<file path="src/verilog/pps_pkg.sv">
// Constants, state encoding and register map of the power-state controller.
// Assumes an APB master on the same clock and comparator levels from analog.
// Functional notes
// - Below power-on level, sit in no-supply state with everything off.
// - Main supply above power-on level moves no-supply to backup.
// - Main supply above low-supply threshold moves backup to off.
// - Supply below low threshold in active, sleep or off returns to backup.
// - Off to active is gated by the supply monitor comparator.
// - Start threshold defaults to the programmed 3.1 V.
// - Low-supply threshold defaults to the programmed 2.75 V.
// - After power-up software may rewrite the start threshold; it is applied. Code takes the write only in active or sleep.
// - Bus-supply detector runs whenever above power-on level.
// - Bus-supply detector crossing raises an interrupt event.
// - Bus-supply trigger wakes from sleep and switches on from off.
// - Hold input or button press switches on and starts start-up sequence.
// - In hold configuration a floating button gives no false switch-on.
// - In button configuration a falling button edge (a press) is the on request.
// - Warm reset restores defaults without passing through off; it is taken only in active with no sequence running.
// - Programmed configuration version is readable in a register.
// - Every transition between off, active and sleep runs a power sequence of resource writes.
// - Resource states stay writable by software after the sequence ends.
// - All events combine onto one interrupt line, active low.
`default_nettype none

package pps_pkg;

    typedef enum logic [2:0] {
        PPS_NOSUP  = 3'b000,
        PPS_BACKUP = 3'b001,
        PPS_OFF    = 3'b010,
        PPS_ACTIVE = 3'b011,
        PPS_SLEEP  = 3'b100
    } pps_state_t;

    localparam int ADDR_W = 8;
    localparam int THR_W  = 12;
    localparam int RES_W  = 8;
    localparam int EVT_W  = 3;

    localparam logic [ADDR_W-1:0] OFS_CTRL    = 8'h00;
    localparam logic [ADDR_W-1:0] OFS_STATUS  = 8'h04;
    localparam logic [ADDR_W-1:0] OFS_START   = 8'h08;
    localparam logic [ADDR_W-1:0] OFS_LOW     = 8'h0C;
    localparam logic [ADDR_W-1:0] OFS_RES     = 8'h10;
    localparam logic [ADDR_W-1:0] OFS_EVENT   = 8'h14;
    localparam logic [ADDR_W-1:0] OFS_MASK    = 8'h18;
    localparam logic [ADDR_W-1:0] OFS_VERSION = 8'h1C;

    // Command bits of the control register, write-only pulses
    localparam int CMD_SLEEP = 0;
    localparam int CMD_WAKE  = 1;
    localparam int CMD_OFF   = 2;
    localparam int CMD_WARM  = 3;

    // Event bits
    localparam int EVT_BUS    = 0;
    localparam int EVT_BUTTON = 1;
    localparam int EVT_LOW    = 2;

    // Thresholds in millivolts: 3100 and 2750
    localparam logic [THR_W-1:0] OTP_START_MV = 12'hC1C;
    localparam logic [THR_W-1:0] OTP_LOW_MV   = 12'hABE;
    localparam logic [7:0]       OTP_VERSION  = 8'h5A;  // Arbitrary value

    localparam logic [RES_W-1:0] RES_RST  = 8'h00;
    localparam logic [EVT_W-1:0] MASK_RST = 3'h0;
    localparam logic [RES_W-1:0] STEP_BITS = 8'h03;
    localparam logic [1:0] STEP_FIRST = 2'h0;
    localparam logic [1:0] STEP_LAST  = 2'h3;
    localparam logic [1:0] STEP_SLEEP = 2'h2;

    localparam int CLK_PERIOD_NS = 8;
    localparam int STEP_TIME_NS  = 1000;
    localparam int STEP_CYC =
        (STEP_TIME_NS + CLK_PERIOD_NS - 1) / CLK_PERIOD_NS;

endpackage : pps_pkg

`default_nettype wire

</file>
<file path="src/verilog/pps_power_ctrl.sv">
// Power-state controller: state machine, sequencer and APB registers.
// Assumes comparator results and APB signals are synchronous to CLK_IN.
`default_nettype none

module pps_power_ctrl #(
    parameter logic [pps_pkg::THR_W-1:0] OTP_START = pps_pkg::OTP_START_MV,
    parameter logic [pps_pkg::THR_W-1:0] OTP_LOW   = pps_pkg::OTP_LOW_MV,
    parameter logic [7:0]                VERSION   = pps_pkg::OTP_VERSION,
    parameter bit                        HOLD_MODE = 1'b1
) (
    input  wire logic                          CLK_IN,
    input  wire logic                          RST_IN,
    input  wire logic                          POR_OK_IN,
    input  wire logic                          LOW_OK_IN,
    input  wire logic                          MON_OK_IN,
    input  wire logic                          BUS_DET_IN,
    input  wire logic                          HOLD_IN,
    input  wire logic                          BUTTON_N_IN,
    input  wire logic                          WARM_RST_IN,
    input  wire logic                          PSEL_IN,
    input  wire logic                          PENABLE_IN,
    input  wire logic                          PWRITE_IN,
    input  wire logic [pps_pkg::ADDR_W-1:0]    PADDR_IN,
    input  wire logic [31:0]                   PWDATA_IN,
    output logic      [31:0]                   PRDATA_OUT,
    output logic                               PREADY_OUT,
    output logic                               PSLVERR_OUT,
    output logic      [pps_pkg::THR_W-1:0]     START_THR_OUT,
    output logic      [pps_pkg::THR_W-1:0]     LOW_THR_OUT,
    output logic                               BUS_DET_EN_OUT,
    output logic      [pps_pkg::RES_W-1:0]     RESOURCE_OUT,
    output logic      [2:0]                    STATE_OUT,
    output logic                               SEQ_BUSY_OUT,
    output logic                               INT_N_OUT
);
    import pps_pkg::*;

    function automatic logic [RES_W-1:0] step_mask(input logic [1:0] idx);
        step_mask = STEP_BITS << {idx, 1'b0};
    endfunction : step_mask

    pps_state_t       state;
    pps_state_t       next_state;
    logic [1:0]       hold_sync;
    logic [1:0]       btn_sync;
    logic             btn_prev;
    logic             bus_prev;
    logic [THR_W-1:0] start_thr;
    logic [RES_W-1:0] resource;
    logic [EVT_W-1:0] event_flags;
    logic [EVT_W-1:0] event_mask;
    logic [31:0]      prdata;
    logic             seq_busy;
    logic             seq_up;
    logic [1:0]       seq_idx;
    logic [1:0]       seq_end;
    logic [7:0]       wait_cnt;
    logic             seq_go;
    logic             go_up;
    logic [1:0]       go_first;
    logic [1:0]       go_last;
    logic             warm_go;

    // Hold and button pins two flops each, only the second stage read; bus detector read raw and through one flop
    always_ff @(posedge CLK_IN or posedge RST_IN) begin
        if (RST_IN) begin
            hold_sync <= 2'h0;
            btn_sync  <= 2'h3;
            btn_prev  <= 1'b1;
            bus_prev  <= 1'b0;
        end else begin
            hold_sync <= {hold_sync[0], HOLD_IN};
            btn_sync  <= {btn_sync[0], BUTTON_N_IN};
            btn_prev  <= btn_sync[1];
            bus_prev  <= BUS_DET_IN;
        end
    end

    wire hold_s    = hold_sync[1];
    wire press_evt = btn_prev & ~btn_sync[1];
    wire powered   = state != PPS_NOSUP;
    wire bus_cross = powered & (BUS_DET_IN ^ bus_prev);
    wire bus_evt   = powered & BUS_DET_IN & ~bus_prev;
    wire low_loss  = POR_OK_IN & ~LOW_OK_IN &
                     (state == PPS_ACTIVE || state == PPS_SLEEP ||
                      state == PPS_OFF);

    // APB decode
    wire apb_wr   = PSEL_IN & PENABLE_IN & PWRITE_IN;
    wire apb_setup = PSEL_IN & ~PENABLE_IN;
    wire a_ctrl   = PADDR_IN == OFS_CTRL;
    wire a_status = PADDR_IN == OFS_STATUS;
    wire a_start  = PADDR_IN == OFS_START;
    wire a_low    = PADDR_IN == OFS_LOW;
    wire a_res    = PADDR_IN == OFS_RES;
    wire a_event  = PADDR_IN == OFS_EVENT;
    wire a_mask   = PADDR_IN == OFS_MASK;
    wire a_ver    = PADDR_IN == OFS_VERSION;
    wire mapped   = a_ctrl | a_status | a_start | a_low | a_res |
                    a_event | a_mask | a_ver;
    wire wr_ctrl  = apb_wr & a_ctrl;
    wire cmd_sleep = wr_ctrl & PWDATA_IN[CMD_SLEEP];
    wire cmd_wake  = wr_ctrl & PWDATA_IN[CMD_WAKE];
    wire cmd_off   = wr_ctrl & PWDATA_IN[CMD_OFF];
    wire cmd_warm  = wr_ctrl & PWDATA_IN[CMD_WARM];

    // Button is ignored for switch-on in hold configuration, but a press still wakes from sleep
    wire on_req   = (HOLD_MODE ? hold_s : press_evt) | bus_evt;
    wire off_req  = cmd_off | (HOLD_MODE & ~hold_s);
    wire wake_req = cmd_wake | bus_evt | press_evt;
    wire warm_req = cmd_warm | WARM_RST_IN;
    wire run_up   = state == PPS_ACTIVE || state == PPS_SLEEP;

    wire [31:0] status_word = {24'h0, MON_OK_IN, LOW_OK_IN, POR_OK_IN,
                               BUS_DET_IN, seq_busy, state};
    wire [31:0] rd_mux =
        a_status ? status_word :
        a_start  ? {20'h0, start_thr} :
        a_low    ? {20'h0, OTP_LOW} :
        a_res    ? {24'h0, resource} :
        a_event  ? {29'h0, event_flags} :
        a_mask   ? {29'h0, event_mask} :
        a_ver    ? {24'h0, VERSION} :
                   32'h0;

    always_comb begin
        next_state = state;
        seq_go     = 1'b0;
        go_up      = 1'b1;
        go_first   = STEP_FIRST;
        go_last    = STEP_LAST;
        warm_go    = 1'b0;
        if (!POR_OK_IN) begin
            next_state = PPS_NOSUP;
        end else begin
            case (state)
                PPS_NOSUP: begin
                    next_state = PPS_BACKUP;
                end
                PPS_BACKUP: begin
                    if (LOW_OK_IN) begin
                        next_state = PPS_OFF;
                    end
                end
                PPS_OFF: begin
                    if (!LOW_OK_IN) begin
                        next_state = PPS_BACKUP;
                    end else if (on_req && MON_OK_IN && !seq_busy) begin
                        next_state = PPS_ACTIVE;
                        seq_go     = 1'b1;
                    end
                end
                PPS_ACTIVE: begin
                    if (!LOW_OK_IN) begin
                        next_state = PPS_BACKUP;
                    end else if (!seq_busy) begin
                        if (off_req) begin
                            next_state = PPS_OFF;
                            seq_go     = 1'b1;
                            go_up      = 1'b0;
                            go_first   = STEP_LAST;
                            go_last    = STEP_FIRST;
                        end else if (warm_req) begin
                            seq_go  = 1'b1;
                            warm_go = 1'b1;
                        end else if (cmd_sleep) begin
                            next_state = PPS_SLEEP;
                            seq_go     = 1'b1;
                            go_up      = 1'b0;
                            go_first   = STEP_LAST;
                            go_last    = STEP_SLEEP;
                        end
                    end
                end
                PPS_SLEEP: begin
                    if (!LOW_OK_IN) begin
                        next_state = PPS_BACKUP;
                    end else if (!seq_busy) begin
                        if (off_req) begin
                            next_state = PPS_OFF;
                            seq_go     = 1'b1;
                            go_up      = 1'b0;
                            go_first   = STEP_LAST;
                            go_last    = STEP_FIRST;
                        end else if (wake_req) begin
                            next_state = PPS_ACTIVE;
                            seq_go     = 1'b1;
                            go_first   = STEP_SLEEP;
                        end
                    end
                end
                default: begin
                    next_state = PPS_NOSUP;
                end
            endcase
        end
    end

    wire supply_gone = next_state == PPS_NOSUP ||
                       next_state == PPS_BACKUP;
    wire step_now    = seq_busy && wait_cnt == 8'h00;

    always_ff @(posedge CLK_IN or posedge RST_IN) begin
        if (RST_IN) begin
            state <= PPS_NOSUP;
        end else begin
            state <= next_state;
        end
    end

    // Sequencer: one resource write per step, a fixed gap between steps
    always_ff @(posedge CLK_IN or posedge RST_IN) begin
        if (RST_IN) begin
            seq_busy <= 1'b0;
            seq_up   <= 1'b1;
            seq_idx  <= STEP_FIRST;
            seq_end  <= STEP_LAST;
            wait_cnt <= 8'h00;
        end else if (supply_gone) begin
            seq_busy <= 1'b0;
        end else if (seq_go) begin
            seq_busy <= 1'b1;
            seq_up   <= go_up;
            seq_idx  <= go_first;
            seq_end  <= go_last;
            wait_cnt <= 8'(STEP_CYC - 1);
        end else if (step_now) begin
            seq_busy <= seq_idx != seq_end;
            seq_idx  <= seq_up ? seq_idx + 2'h1 : seq_idx - 2'h1;
            wait_cnt <= 8'(STEP_CYC - 1);
        end else if (seq_busy) begin
            wait_cnt <= wait_cnt - 8'h01;
        end
    end

    // Supply loss wins, then sequence steps, then software writes
    always_ff @(posedge CLK_IN or posedge RST_IN) begin
        if (RST_IN) begin
            resource <= RES_RST;
        end else if (supply_gone || warm_go) begin
            resource <= RES_RST;
        end else if (step_now) begin
            resource <= seq_up ? resource | step_mask(seq_idx)
                               : resource & ~step_mask(seq_idx);
        end else if (apb_wr && a_res && !seq_busy) begin
            resource <= PWDATA_IN[RES_W-1:0];
        end
    end

    always_ff @(posedge CLK_IN or posedge RST_IN) begin
        if (RST_IN) begin
            start_thr <= OTP_START;
        end else if (warm_go || state == PPS_NOSUP) begin
            start_thr <= OTP_START;
        end else if (apb_wr && a_start && run_up) begin
            start_thr <= PWDATA_IN[THR_W-1:0];
        end
    end

    // Events: a set in the same cycle as a clear wins
    wire [EVT_W-1:0] evt_set = {low_loss, press_evt & powered, bus_cross};
    wire [EVT_W-1:0] evt_clr = (apb_wr && a_event) ?
                               PWDATA_IN[EVT_W-1:0] : {EVT_W{1'b0}};

    always_ff @(posedge CLK_IN or posedge RST_IN) begin
        if (RST_IN) begin
            event_flags <= '0;
            event_mask  <= MASK_RST;
        end else if (state == PPS_NOSUP) begin
            event_flags <= '0;
            event_mask  <= MASK_RST;
        end else begin
            event_flags <= (event_flags & ~evt_clr) | evt_set;
            if (warm_go) begin
                event_mask <= MASK_RST;
            end else if (apb_wr && a_mask) begin
                event_mask <= PWDATA_IN[EVT_W-1:0];
            end
        end
    end

    // Read data captured in the setup phase so it comes from a flop
    always_ff @(posedge CLK_IN or posedge RST_IN) begin
        if (RST_IN) begin
            prdata <= 32'h0;
        end else if (apb_setup) begin
            prdata <= PWRITE_IN ? 32'h0 : rd_mux;
        end
    end

    assign PRDATA_OUT     = prdata;
    assign PREADY_OUT     = 1'b1;
    assign PSLVERR_OUT    = PSEL_IN & PENABLE_IN & ~mapped;
    assign START_THR_OUT  = start_thr;
    assign LOW_THR_OUT    = OTP_LOW;
    assign BUS_DET_EN_OUT = powered;
    assign RESOURCE_OUT   = resource;
    assign STATE_OUT      = state;
    assign SEQ_BUSY_OUT   = seq_busy;
    assign INT_N_OUT      = ~|(event_flags & ~event_mask);
endmodule : pps_power_ctrl

`default_nettype wire
</file>
<file path="config.mk">
export PLATFORM = sky130hd
export DESIGN_NAME = pps_power_ctrl
export DESIGN_NICKNAME = d
export VERILOG_FILES = /design/src/verilog/pps_pkg.sv /design/src/verilog/pps_power_ctrl.sv
export SDC_FILE = /design/constraint.sdc
export NUM_CORES = 1
export LEC_CHECK = 0
export CAP_MARGIN = 20
export CORE_MARGIN = 2
export CORE_UTILIZATION = 60
export CTS_CLUSTER_DIAMETER = 40
export DETAILED_ROUTE_END_ITERATION = 7
export DONT_BUFFER_PORTS = 1
export GPL_TIMING_DRIVEN = 1
export PLACE_DENSITY = 0.87
export SYNTH_ARGS = -nofsm -noshare
export SYNTH_HDL_FRONTEND = slang
export SYNTH_SLANG_ARGS = --single-unit
</file>
<file path="constraint.sdc">
create_clock -name CLK_IN -period 3.4 [get_ports CLK_IN]
set_clock_uncertainty 0.15 [all_clocks]
set_input_delay 0.17 -clock CLK_IN [delete_from_list [all_inputs] [get_ports CLK_IN]]
set_output_delay 0.17 -clock CLK_IN [all_outputs]
set_load 0.05 [all_outputs]
</file>
==> Yosys cells after proc, flatten, opt, wreduce, memory -nomap -nowiden <==
Index checks and enable logic that the tools add are counted.
{ "totals": {"register_bits": 81, "latchBits": 0, "n_memories": 0, "mem_bits_rw": 0, "inputBits": 52, "mem_bits_ro": 0, "out_inout_bits": 72, "elab_cells": 199} }
{ "classes": {"order_cmp": 0, "n_mul": 0, "div_mod_pow": 0, "mux": 92, "add_sub_neg": 3, "n_reduce_logical": 31, "n_bitwise": 44, "eq_ne": 13, "shift": 1} }
{ "op_table": {"columns": ["operator", "count"], "rows": [
  ["$mux W12", 6],
  ["$mux W8", 8],
  ["$mux W3", 18],
  ["$mux W2", 20],
  ["$eq A8 B5 Y1 const B", 4],
  ["$mux W1", 32],
  ["$mux W7", 3],
  ["$and A1 B1 Y1", 16],
  ["$eq A8 B4 Y1 const B", 2],
  ["$logic_not A8 Y1", 2],
  ["$pmux W3 S5", 1],
  ["$reduce_bool A3 Y1", 5],
  ["$or A1 B1 Y1", 12],
  ["$logic_and A1 B1 Y1", 9],
  ["$and A8 B8 Y8", 1],
  ["$eq A8 B3 Y1 const B", 1],
  ["$not A8 Y8", 1],
  ["$or A8 B8 Y8", 1],
  ["$pmux W2 S2", 2],
  ["$shl A2 B3 Y8 const A", 1],
  ["$sub A8 B1 Y8 const B", 1],
  ["$not A1 Y1", 7],
  ["$and A3 B3 Y3", 2],
  ["$eq A3 B1 Y1 const B", 2],
  ["other kinds (16)", 27]
]} }

==> Longest topological paths before layout <==
Gate-level depths: netlist (run 1).
{ "depth": {"word_depth": 16, "depth_mapped": 10, "mapped_depth_nobuf": 9} }

==> Worst setup path before layout (run 1) <==
OpenSTA, ideal clock, no wires.
{ "synth_path": {"kind": "register to register", "from": "reg seq_busy (netlist: SEQ_BUSY_OUT)", "to": "reg resource[6] (netlist: RESOURCE_OUT[6])", "stages_incl_launch_ff": 11, "synth_period_minus_slack_ns": 2.709, "setup_slack_ns": 0.691, "setup_time_ns": 0.073, "t_arrival_ns": 2.486, "t_required_ns": 3.177, "path_buffers": 3, "path_cell_list": "dfrtp_1 -> clkbuf_1 -> inv_2 -> or3_1 -> clkbuf_1 -> nor2_1 -> a31oi_1 -> clkbuf_1 -> a21oi_1 -> o22ai_1 -> nor2_1"} }
{ "synth_between": {"elab_chain_len": 10, "elab_cells_between_ends": 23, "cone_classes": "eq/ne (1); mux (14); reduce/logical (8)"} }
{ "synth_rtl": {"columns": ["item", "line", "source"], "rows": [
  ["from (decl)", "pps_power_ctrl.sv:53", "logic seq_busy;"],
  ["from (signal assigned)", "pps_power_ctrl.sv:228", "seq_busy <= seq_idx != seq_end;"],
  ["$logic_not A1 Y1", "pps_power_ctrl.sv:148, pps_power_ctrl.sv:245", null],
  ["$logic_and A1 B1 Y1", "pps_power_ctrl.sv:148", "end else if (on_req && MON_OK_IN && !seq_busy) begin"],
  ["$mux W3", "pps_power_ctrl.sv:148", null],
  ["$mux W3", "pps_power_ctrl.sv:146", "if (!LOW_OK_IN) begin"],
  ["$pmux W3 S5", "pps_power_ctrl.sv:136", "case (state)"],
  ["$mux W3", "pps_power_ctrl.sv:133", "if (!POR_OK_IN) begin"],
  ["$eq A3 B1 Y1 or $logic_not A3 Y1 (tied branches)", "pps_power_ctrl.sv:200, pps_power_ctrl.sv:199", null],
  ["$logic_or A1 B1 Y1", "pps_power_ctrl.sv:199", "wire supply_gone = next_state == PPS_NOSUP ||"],
  ["$logic_or A1 B1 Y1", "pps_power_ctrl.sv:240", "end else if (supply_gone || warm_go) begin"],
  ["$reduce_bool A3 Y1 (no source line) or $mux W8 (tied branches)", null, null],
  ["to (signal assigned)", "pps_power_ctrl.sv:243", "resource <= seq_up ? resource | step_mask(seq_idx)"],
  ["to (signal assigned)", "pps_power_ctrl.sv:246", "resource <= PWDATA_IN[RES_W-1:0];"],
  ["to (decl)", "pps_power_ctrl.sv:49", "logic [RES_W-1:0] resource;"]
]} }
Parallel ways exist; a longest one is shown, timed or not.
A chain may end at the register's enable or synchronous reset.

==> Worst setup path after layout (run 1) <==
{ "layout_path": {"from": "in PADDR_IN[4] (netlist name)", "to": "reg start_thr[4] (netlist: START_THR_OUT[4])"} }
{ "layout_between": {"elab_chain_len": 12, "elab_cells_between_ends": 18, "cone_classes": "eq/ne (1); mux (7); bitwise (5); reduce/logical (5)"} }
{ "layout_rtl": {"columns": ["item", "line", "source"], "rows": [
  ["from (decl)", "pps_power_ctrl.sv:23", "input wire logic [pps_pkg::ADDR_W-1:0] PADDR_IN,"],
  ["$logic_not A8 Y1", "pps_power_ctrl.sv:91", "wire a_ctrl = PADDR_IN == OFS_CTRL;"],
  ["$and A1 B1 Y1", "pps_power_ctrl.sv:101", "wire wr_ctrl = apb_wr & a_ctrl;"],
  ["$and A1 B1 Y1", "pps_power_ctrl.sv:105", "wire cmd_warm = wr_ctrl & PWDATA_IN[CMD_WARM];"],
  ["$or A1 B1 Y1", "pps_power_ctrl.sv:111", "wire warm_req = cmd_warm | WARM_RST_IN;"],
  ["$mux W1", "pps_power_ctrl.sv:163", "end else if (warm_req) begin"],
  ["$mux W1", "pps_power_ctrl.sv:157", "if (off_req) begin"],
  ["$mux W1", "pps_power_ctrl.sv:156", "end else if (!seq_busy) begin"],
  ["$mux W1", "pps_power_ctrl.sv:154", "if (!LOW_OK_IN) begin"],
  ["$mux W1", "pps_power_ctrl.sv:136", null],
  ["$mux W1", "pps_power_ctrl.sv:133", null],
  ["$logic_or A1 B1 Y1", "pps_power_ctrl.sv:253", "end else if (warm_go || state == PPS_NOSUP) begin"],
  ["$mux W12 or $reduce_bool A2 Y1 (tied branches)", null, null],
  ["to (signal assigned)", "pps_power_ctrl.sv:256", "start_thr <= PWDATA_IN[THR_W-1:0];"],
  ["to (decl)", "pps_power_ctrl.sv:48", "logic [THR_W-1:0] start_thr;"]
]} }
Parallel ways exist; a longest one is shown, timed or not.

==> results of run 1 <==
logic make-up after synthesis:
group / Yosys count
AOI/OAI and AO/OA: 103
DFF: 60
xor gates and xnor gates: 2
muxes: 15
other: 2
and+or+nand+nor: 158
adders and majority gates: 1
buffers and inverters: 66
flip-flops by register name, summed over array words and instances (netlist names), 2 cells and up:
signal / count
PRDATA_OUT: 12
START_THR_OUT: 12
RESOURCE_OUT: 8
wait_cnt: 8
STATE_OUT: 3
event_flags: 3
event_mask: 3
btn_sync: 2
hold_sync: 2
seq_end: 2
seq_idx: 2
per-layer routing:
layer / routed length [um] / GRT usage [%] / vias to the layer above
li1: - / - / 1451
met1: 3813 / 39.70 / 1568
met2: 4877 / 49.67 / 252
met3: 1234 / 12.31 / 48
met4: 374 / 13.67 / 0
met5: 0 / 0 / -
through the flow:
stage | power, uW | worst slack [ns] | std cells | utilization (%)
6_report | 1928 | 0.3941 | 512 | 69.45
4_1_cts | 1922 | 0.6258 | 511 | 69.28
3_5_place_dp | 1097 | 0.7291 | 470 | 60.78
3_3_place_gp | 1088 | 0.8130 | 470 | 60.78
5_1_grt | 1997 | 0.2264 | 512 | 69.45
2_1_floorplan | 1085 | 0.6906 | 438 | -
report_power, final:
part           switching [uW]  internal (uW)
clock                     279            526
combinational             219           90.2
sequential               50.1            764
final timing paths:
check,from,endpoint,cells past startpoint
max,PADDR_IN[4],START_THR_OUT[4],8
min,PADDR_IN[2],event_mask[0],3
max reg2reg,STATE_OUT[1],START_THR_OUT[4],6
min reg2reg,btn_sync[0],btn_sync[1],0
max in group asynchronous,RST_IN,START_THR_OUT[4],3
min in group asynchronous,RST_IN,STATE_OUT[1],2
cells in the mapped netlist, types with 2 or more instances:
library cell,instances
dfrtp_1,50
nor2_1,48
nand2_1,36
buf_4,33
a21oi_1,22
inv_1,15
clkbuf_1,14
mux2i_1,14
o21ai_0,14
dfstp_2,10
nand2b_1,10
nor3_1,10
nand3_1,9
o21a_1,9
o22ai_1,9
and3_1,8
nor4_1,6
a22o_1,5
o21ai_1,5
nor3b_1,4
o211ai_1,4
a221oi_1,3
a22oi_1,3
a31oi_1,3
buf_2,3
nand4_1,3
nor2b_1,3
o41ai_1,3
a211oi_1,2
a41oi_1,2
conb_1,2
nand3b_1,2
nor3_2,2
o311ai_0,2
o31ai_1,2
o31ai_2,2
or2_2,2
or3_1,2
or4_1,2
or4_4,2
critical path: cells and delay by family:
kind / cells / cell delay, ns
AND/OR/NAND/NOR: 6 / 1.98
buffers and inverters: 1 / 0.64
multiplexers: 1 / 0.30
cell type report:
type,instances,area (um2),share of cell area (%)
Clock inverter,4,95.09,2.326
Multi-Input combinational cell,312,1857,45.42
Inverter,16,60.06,1.469
Tap cell,75,93.84,2.296
Sequential cell,60,1514,37.04
Timing Repair Buffer,33,312.8,7.652
Clock buffer,12,155.1,3.796
repair_timing:
action,4_1_cts,5_1_grt
hold endpoints to repair,67,1
hold buffers,25,1
setup endpoints to repair,0,0
==> summary.md, run 1 <==
| Metric | Value |
|---|---|
| Post-Synth Adder-Cell Area | `0.3447%` |
| Crit path DAT | `3.12 ns` |
| Filler Cell Count | `~440` |
| XOR/XNOR Fraction of Synth Area | `less than 1%` |
| Period utilization | `88.41%` |
| Worst path cell trace | `or4_4 > nor3_1 > nand2_1 > nor2_2 > nand3_2 > mux2i_1 > nand2_1 > dlygate4sd3_1` |
| Worst-skew pair later-pin latency | `0.35 ns` |
| Tmin final | `3.006 ns` |
| Nets@finish | `485` |
| CTS tree | `done` |
| Initial antenna violation count | `0` |
| Hold Path Class | `input port to flip-flop` |
| Tot GR Track Use | `31.94%` |
| Post-route DRC | `0` |
| Post-synth EDFFs | `0` |
| Max-Cap Viols | `0` |
| First-pass DRT Iterations | `5` |
| Flop-to-flop setup slack | `0.60 ns` |
| FFs w/ async S/R, synth | `100.0%` |
| PwrDens | `471.7 mW/mm2` |
| Die Y | `81.78 um` |
| PostCTS Resize Cnt | `0` |
| Starting density of the core | `about 62%` |
| DRT iter0 DRCs | `449` |
| Number of global-route vias before repair | `3,059` |
| Fin Setup TNS | `0 ns` |
| CP peak stage delay | `0.64 ns` |
| Via-to-Cell Ratio | `roughly 6.5` |
| Outcome | `finished clean` |
| Cells after synthesis | `~410` |
| Chip width | `81.78 um` |
| Post-Synth Simple-Gate Area | `between 20% and 30%` |
| Synth Register Bits | `60` |
| Leading area contributor after synthesis | `dfrtp_1` |
| Largest net degree at the start of global routing | `32` |
| Top FF cell, synth | `dfrtp_1` |
| Register area share after synthesis | `approximately two fifths` |
| Longest Clk Path Bufs | `2` |
| Global route overflow | `0` |
| CP max-delay cell | `dlygate4sd3_1` |
| Mapped cell area | `0.003630 mm2` |
| Top cells by area, synth | `dfrtp_1 34%, dfstp_2 7.2%, buf_4 6.8%` |
| Post-placement cell area | `0.003577 mm2` |
| Final HPWL DP | `~7000 um` |
| Slew Viols, Final | `0` |
| CP Data Required Time | `3.51 ns` |
| Clock Tree Root | `clkbuf_8` |
| Num CTS Buffers | `9` |
| Antenna cells | `0` |
| Hold WS | `between 0.01 and 0.015 ns` |
| Transition time of the tightest slew-check pin | `1.001 ns` |
| Global-route wire length before repair | `15,750 um` |
| CP dominant cell by count | `nand2_1` |
| Vias | `about 3,300` |
| Htree depth | `3` |
| Slew headroom | `32.64%` |
| Most common cell after layout, fill and taps aside | `dfrtp_1` |
| IR drop worst, VDD | `0.3184 mV` |
| FP Rows | `28` |
| Port bufs | `0` |
| I/O Pins | `124` |
| Synth warn | `0` |
| DIE AREA | `about 0.0067 mm2` |
| Detailed Route WL | `between 10,000 and 15,000 um` |
| Clock slew seen by the registers of the worst setup and hold paths | `0.07 ns` |
| Sink Count | `60` |
| Endpoints failing hold | `0` |
| Most frequent cells in the layout | `50 x dfrtp_1, 48 x nor2_1, 36 x nand2_1` |
| GP Congestion | `0.9722` |
| Final setup violating endpoints | `0` |
| Core area | `0.005886 mm2` |
| Combinational family with the most area after synthesis | `simple AND/OR/NAND/NOR gates` |
| Crit path kind | `input port to flip-flop` |
| Synth Area in Compound Gates | `approximately 20%` |
| Area added between synthesis and finish | `12.62%` |
| Wirelength per Cell | `20.12 um` |
| Mux share of post-synthesis cell area | `4.171%` |
| CP startpoint kind | `input port` |
| Worst setup EP type | `flip-flop` |
| Yosys cell types | `67` |
| Setup bufs post-CTS | `0` |
| RSZ-0062 raised after global routing | `no` |
| Avg Synthesized Cell Area | `about 8.9 um2` |
| CP Max Fanout | `13` |
| Design Area, Final | `slightly above 0.004 mm2` |
| Area share of the largest cell type after synthesis | `34.47%` |
| Final ANT Viol Nets | `0` |
| LEAKAGE | `0.001821 uW` |
| Layout cells sized above 1 | `11.90%` |
| Highest clock rate | `0.3327 GHz` |
Power figures use the tool's default switching activity.
==> run 2, diff against run 1 <==
CORE_MARGIN = 4   (was 2)
==> run 2 against run 1 <==
Clock power decreased by 11%. Wire length up 0.19%. First-iteration DRC count grew 1.1%. Worst hold slack worse by 0.0025 ns. Design area decreased by 0.64%. Non-clock buffer count rose by 1. Clock-buffer cell count decreased by 1. Register-to-register slack better by 0.04 ns. Cell count grew 0.20%. Critical endpoint unchanged. Highest routed layer unchanged.
==> summary.md, run 2 (synthesis gave the netlist of run 1 again) <==
| Metric | Value |
|---|---|
| Nets@finish | `approximately 490` |
| LEAKAGE | `0.001809 uW` |
| Most common cell after layout, fill and taps aside | `dfrtp_1` |
| Transition time of the tightest slew-check pin | `slightly below 1 ns` |
| Largest net degree at the start of global routing | `38` |
| Design Area, Final | `0.004061 mm2` |
| Logic pwr share | `16.7%` |
| Worst-skew pair later-pin latency | `0.34 ns` |
| Slew Viols, Final | `0` |
| Longest Clk Path Bufs | `2` |
| GP Congestion | `~1.0` |
| DRT iter0 DRCs | `454` |
| CTS Hold Buffers Added | `26` |
| Crit path DAT | `3.17 ns` |
| Power Internal | `1284 uW` |
| Outcome | `finished clean` |
| Period utilization | `roughly nine tenths` |
| Initial antenna violation count | `0` |
| Post-route DRC | `0` |
| Wirelength per Cell | `between 20 and 25 um` |
| Fin Setup TNS | `0 ns` |
| Switching part of the total | `between 30% and 40%` |
| Sequential cell area | `0.001514 mm2` |
| Utilization after layout | `69.01%` |
| Port bufs | `0` |
| Power share of the clock group | `38.9%` |
| PostCTS Resize Cnt | `0` |
| CP Data Required Time | `3.52 ns` |
| First-pass DRT Iterations | `6` |
| Sequential share of power | `44.4%` |
| Crit path kind | `input port to flip-flop` |
| Setup WS pre-CTS | `roughly 0.73 ns` |
| IR drop worst, VDD | `0.2852 mV` |
| PwrDens | `451.6 mW/mm2` |
| Endpoints failing hold | `0` |
| Max-Cap Viols | `0` |
| CP startpoint kind | `input port` |
| I/O Pins | `124` |
| FP Rows | `28` |
| Post-placement cell area | `0.003585 mm2` |
| Global-route wire length before repair | `16,330 um` |
| Final setup violating endpoints | `0` |
| Sink Count | `60` |
| Worst setup EP type | `flip-flop` |
| Global route overflow | `0` |
| Chip width | `85.78 um` |
| Die Y | `approximately 86 um` |
| Tmin final | `3.050 ns` |
| Highest clock rate | `0.3278 GHz` |
| Htree depth | `3` |
| Filler Cell Count | `441` |
| CP Max Fanout | `13` |
| Via-to-Cell Ratio | `~6.5` |
| Vias | `between 3,000 and 4,000` |
| Most frequent cells in the layout | `50 x dfrtp_1, 48 x nor2_1, 36 x nand2_1` |
| Setup bufs post-CTS | `0` |
| Core area | `0.005886 mm2` |
| Hold Path Class | `input port to flip-flop` |
| Non-filler instance count after layout | `513` |
| Slew headroom | `between 30% and 40%` |
| Layout cells sized above 1 | `12.10%` |
| Detailed Route WL | `10,320 um` |
| Final Worst Setup Slack | `about 0.35 ns` |
| DIE AREA | `0.007358 mm2` |
| CTS tree | `done` |
| Final HPWL DP | `7142 um` |
| Area added between synthesis and finish | `11.89%` |
| RSZ-0062 raised after global routing | `no` |
| Net switching power | `550.3 uW` |
| Tot GR Track Use | `28.64%` |
| Starting density of the core | `between 60 and 70%` |
| Number of global-route vias before repair | `3,136` |
| Multi-input gate area | `between 0.0015 and 0.002 mm2` |
| Final ANT Viol Nets | `0` |
| Clock Tree Root | `clkbuf_8` |
| Antenna cells | `0` |
| Clock slew seen by the registers of the worst setup and hold paths | `0.07 ns` |
| Placed Cells | `471` |
| Num CTS Buffers | `9` |
## run 2: path summary, 6_finish.rpt
path / startpoint / to / slack, ns / depth (start not counted)
max: PADDR_IN[4] / START_THR_OUT[4] / 0.35 / 8
min: PWDATA_IN[2] / RESOURCE_OUT[2] / 0.01 / 3
max reg2reg: STATE_OUT[1] / START_THR_OUT[4] / 0.64 / 6
min reg2reg: btn_sync[0] / btn_sync[1] / 0.21 / 0
max in group asynchronous: RST_IN / START_THR_OUT[4] / 2.07 / 3
min in group asynchronous: RST_IN / hold_sync[0] / 0.16 / 2
## run 2: cell type report
class | instances | share of cell area, %
inverters | 16 | 1.479
repair buffers | 34 | 7.887
clock inverters | 5 | 1.848
flip-flops and latches | 60 | 37.28
clock buffers | 11 | 3.481
multi-input cells | 312 | 45.72
well taps | 75 | 2.311
## run 2: critical path, cell delays in order
cell,delay [ns]
or4_4,0.57
nor3_1,0.51
nand2_1,0.28
nor2_2,0.28
nand3_2,0.37
mux2i_1,0.29
nand2_1,0.08
dlygate4sd3_1,0.60
## run 2: metal layers
layer	wire (um)	up-vias	global-route usage (%)
met5	0	-	0
met4	391	0	13.53
met3	1193	46	7.685
met2	4917	234	45.48
met1	3816	1605	36.47
li1	-	1449	-
## run 2: power by group through the flow
stage	combinational (uW)	clock (uW)	sequential, uW
after floorplan	272	0	813
after global placement	268	0	823
after detailed placement	274	0	825
after CTS	304	713	813
after global routing	330	748	821
final	307	713	814
## run 2: metrics by stage
stage	power [uW]	hold slack, ns
global route	1899	0.01796
detailed placement	1099	-0.03677
floorplan	1085	0.02448
CTS	1830	0.001231
global placement	1091	-0.05063
finish	1834	0.01032
==> run 3, diff against run 2 <==
CORE_UTILIZATION = 45   (was 60)
PLACE_DENSITY = 0.71   (was 0.87)
==> run 3 against run 2 <==
Register-to-register slack improved by 0.09 ns. Core utilization decreased by 16 points. Combinational power about the same. Critical path depth unchanged. Largest cell class unchanged. Highest routed layer unchanged.
==> summary.md, run 3 (synthesis gave the netlist of run 1 again) <==
| Metric | Value |
|---|---|
| Initial antenna violation count | `0` |
| Placed Cells | `498` |
| GP Congestion | `~0.93` |
| Worst path cell trace | `or4_4 > nor3_1 > nand2_1 > nor2_2 > nand3_2 > mux2i_1 > nand2_1 > dlygate4sd3_1` |
| Wirelength per Cell | `18.85 um` |
| CTS tree | `done` |
| Slew headroom | `34.24%` |
| Layout cells sized above 1 | `12.33%` |
| Area added between synthesis and finish | `13.72%` |
| Longest Clk Path Bufs | `2` |
| Starting density of the core | `46.73%` |
| PwrDens | `465.9 mW/mm2` |
| Transition time of the tightest slew-check pin | `a little under 1 ns` |
| Number of global-route vias before repair | `3,040` |
| CP peak stage delay | `0.60 ns` |
| Chip width | `roughly 100 um` |
| Tot GR Track Use | `21.35%` |
| Flop-to-flop setup slack | `0.73 ns` |
| CP max-delay cell | `dlygate4sd3_1` |
| Highest clock rate | `0.3609 GHz` |
| Clock Tree Root | `clkbuf_8` |
| Core area | `~0.0078 mm2` |
| CP Max Fanout | `13` |
| Worst-skew pair later-pin latency | `0.34 ns` |
| Overall power | `approximately 1900 uW` |
| Most common cell after layout, fill and taps aside | `dfrtp_1` |
| I/O Pins | `124` |
| Worst Hold Path Cells | `3` |
| Num CTS Buffers | `9` |
| Outcome | `finished clean` |
| CP dominant cell by count | `nand2_1` |
| First-pass DRT Iterations | `5` |
| LEAKAGE | `0.001818 uW` |
| Global-route wire length before repair | `16,170 um` |
| Final HPWL DP | `7378 um` |
| Fin Setup TNS | `0 ns` |
| PostCTS Resize Cnt | `0` |
| R2R depth | `7` |
| Vias | `about 3,200` |
| DRT iter0 DRCs | `between 200 and 300` |
| Tmin final | `roughly 2.8 ns` |
| CTS Hold Buffers Added | `26` |
| Post-route DRC | `0` |
| CP startpoint kind | `input port` |
| Final ANT Viol Nets | `0` |
| Global route overflow | `0` |
| Crit path DAT | `2.89 ns` |
| Port bufs | `0` |
| Sink Count | `60` |
| CP Data Required Time | `3.52 ns` |
| Htree depth | `3` |
| RSZ-0062 raised after global routing | `no` |
| Largest net degree at the start of global routing | `33` |
| Final setup violating endpoints | `0` |
| DIE AREA | `0.009567 mm2` |
| Die Y | `97.81 um` |
| Antenna cells | `0` |
| Detailed Route WL | `10,180 um` |
| Most frequent cells in the layout | `50 x dfrtp_1, 48 x nor2_1, 36 x nand2_1` |
| Crit path kind | `input port to flip-flop` |
| Nets@finish | `486` |
| Setup bufs post-CTS | `0` |
| FP Rows | `32` |
| Worst setup EP type | `flip-flop` |
| Endpoints failing hold | `0` |
| Non-filler instance count after layout | `between 500 and 600` |
| Hold Path Class | `input port to flip-flop` |
| IR drop worst, VDD | `0.2254 mV` |
| Max-Cap Viols | `0` |
| Clock slew seen by the registers of the worst setup and hold paths | `0.07 ns` |
| Slew Viols, Final | `0` |
| Via-to-Cell Ratio | `~5.9` |
| Period utilization | `about four fifths` |
[run 3: changes by cell type in the layout (fill, tap and decap cells not counted), sizes merged]
cell / before / now
bufinv: 2 / 3
clkinvlp: 0 / 1
clkbuf: 11 / 10
clkinv: 3 / 2
[run 3: critical path, delay by kind of cell]
kind                   cells  cell delay (ns)
AND/OR/NAND/NOR            6             1.84
buffers and inverters      1             0.60
multiplexers               1             0.27
[run 3: metrics by stage]
stage / worst slack [ns] / hold slack, ns / util (%) / instance area (um2)
floorplan: 0.6906 / 0.02448 / - / 3746
global placement: 0.7910 / 0.01860 / 46.59 / 3618
detailed placement: 0.7973 / 0.02457 / 46.59 / 3618
CTS: 0.6711 / 0.01021 / 53.14 / 4128
global route: 0.3744 / 0.04851 / 53.14 / 4128
finish: 0.6294 / 0.02715 / 53.14 / 4128
[run 3: area by class of cell]
type / instances / area, um2
clock buffers: 10 / 137.6
clock inverters: 6 / 111.4
fillers: 710 / 3640
inverters: 16 / 60.06
multi-input cells: 312 / 1857
flip-flops and latches: 60 / 1514
well taps: 102 / 127.6
repair buffers: 34 / 320.3
[run 3: routing by layer]
metal / GRT usage, % / wire length [um]
met2: 32.16 / 4596
met5: 0 / 0
met3: 8.500 / 1159
met4: 9.159 / 355
met1: 27.30 / 4067
[run 3: worst paths after layout]
| path | startpoint | to |
|---|---|---|
| worst max-delay path | PADDR_IN[4] | START_THR_OUT[11] |
| worst min-delay path | PADDR_IN[0] | PRDATA_OUT[9] |
| worst max register to register | STATE_OUT[2] | RESOURCE_OUT[1] |
| worst min register to register | hold_sync[0] | hold_sync[1] |
| max in group asynchronous | RST_IN | START_THR_OUT[2] |
| min in group asynchronous | RST_IN | hold_sync[1] |
[run 3: power by group]
group	leakage, uW	internal, uW	switching, uW
sequential	0.000779	764	51.8
clock	0.000122	506	295
combinational	0.000917	90.9	216
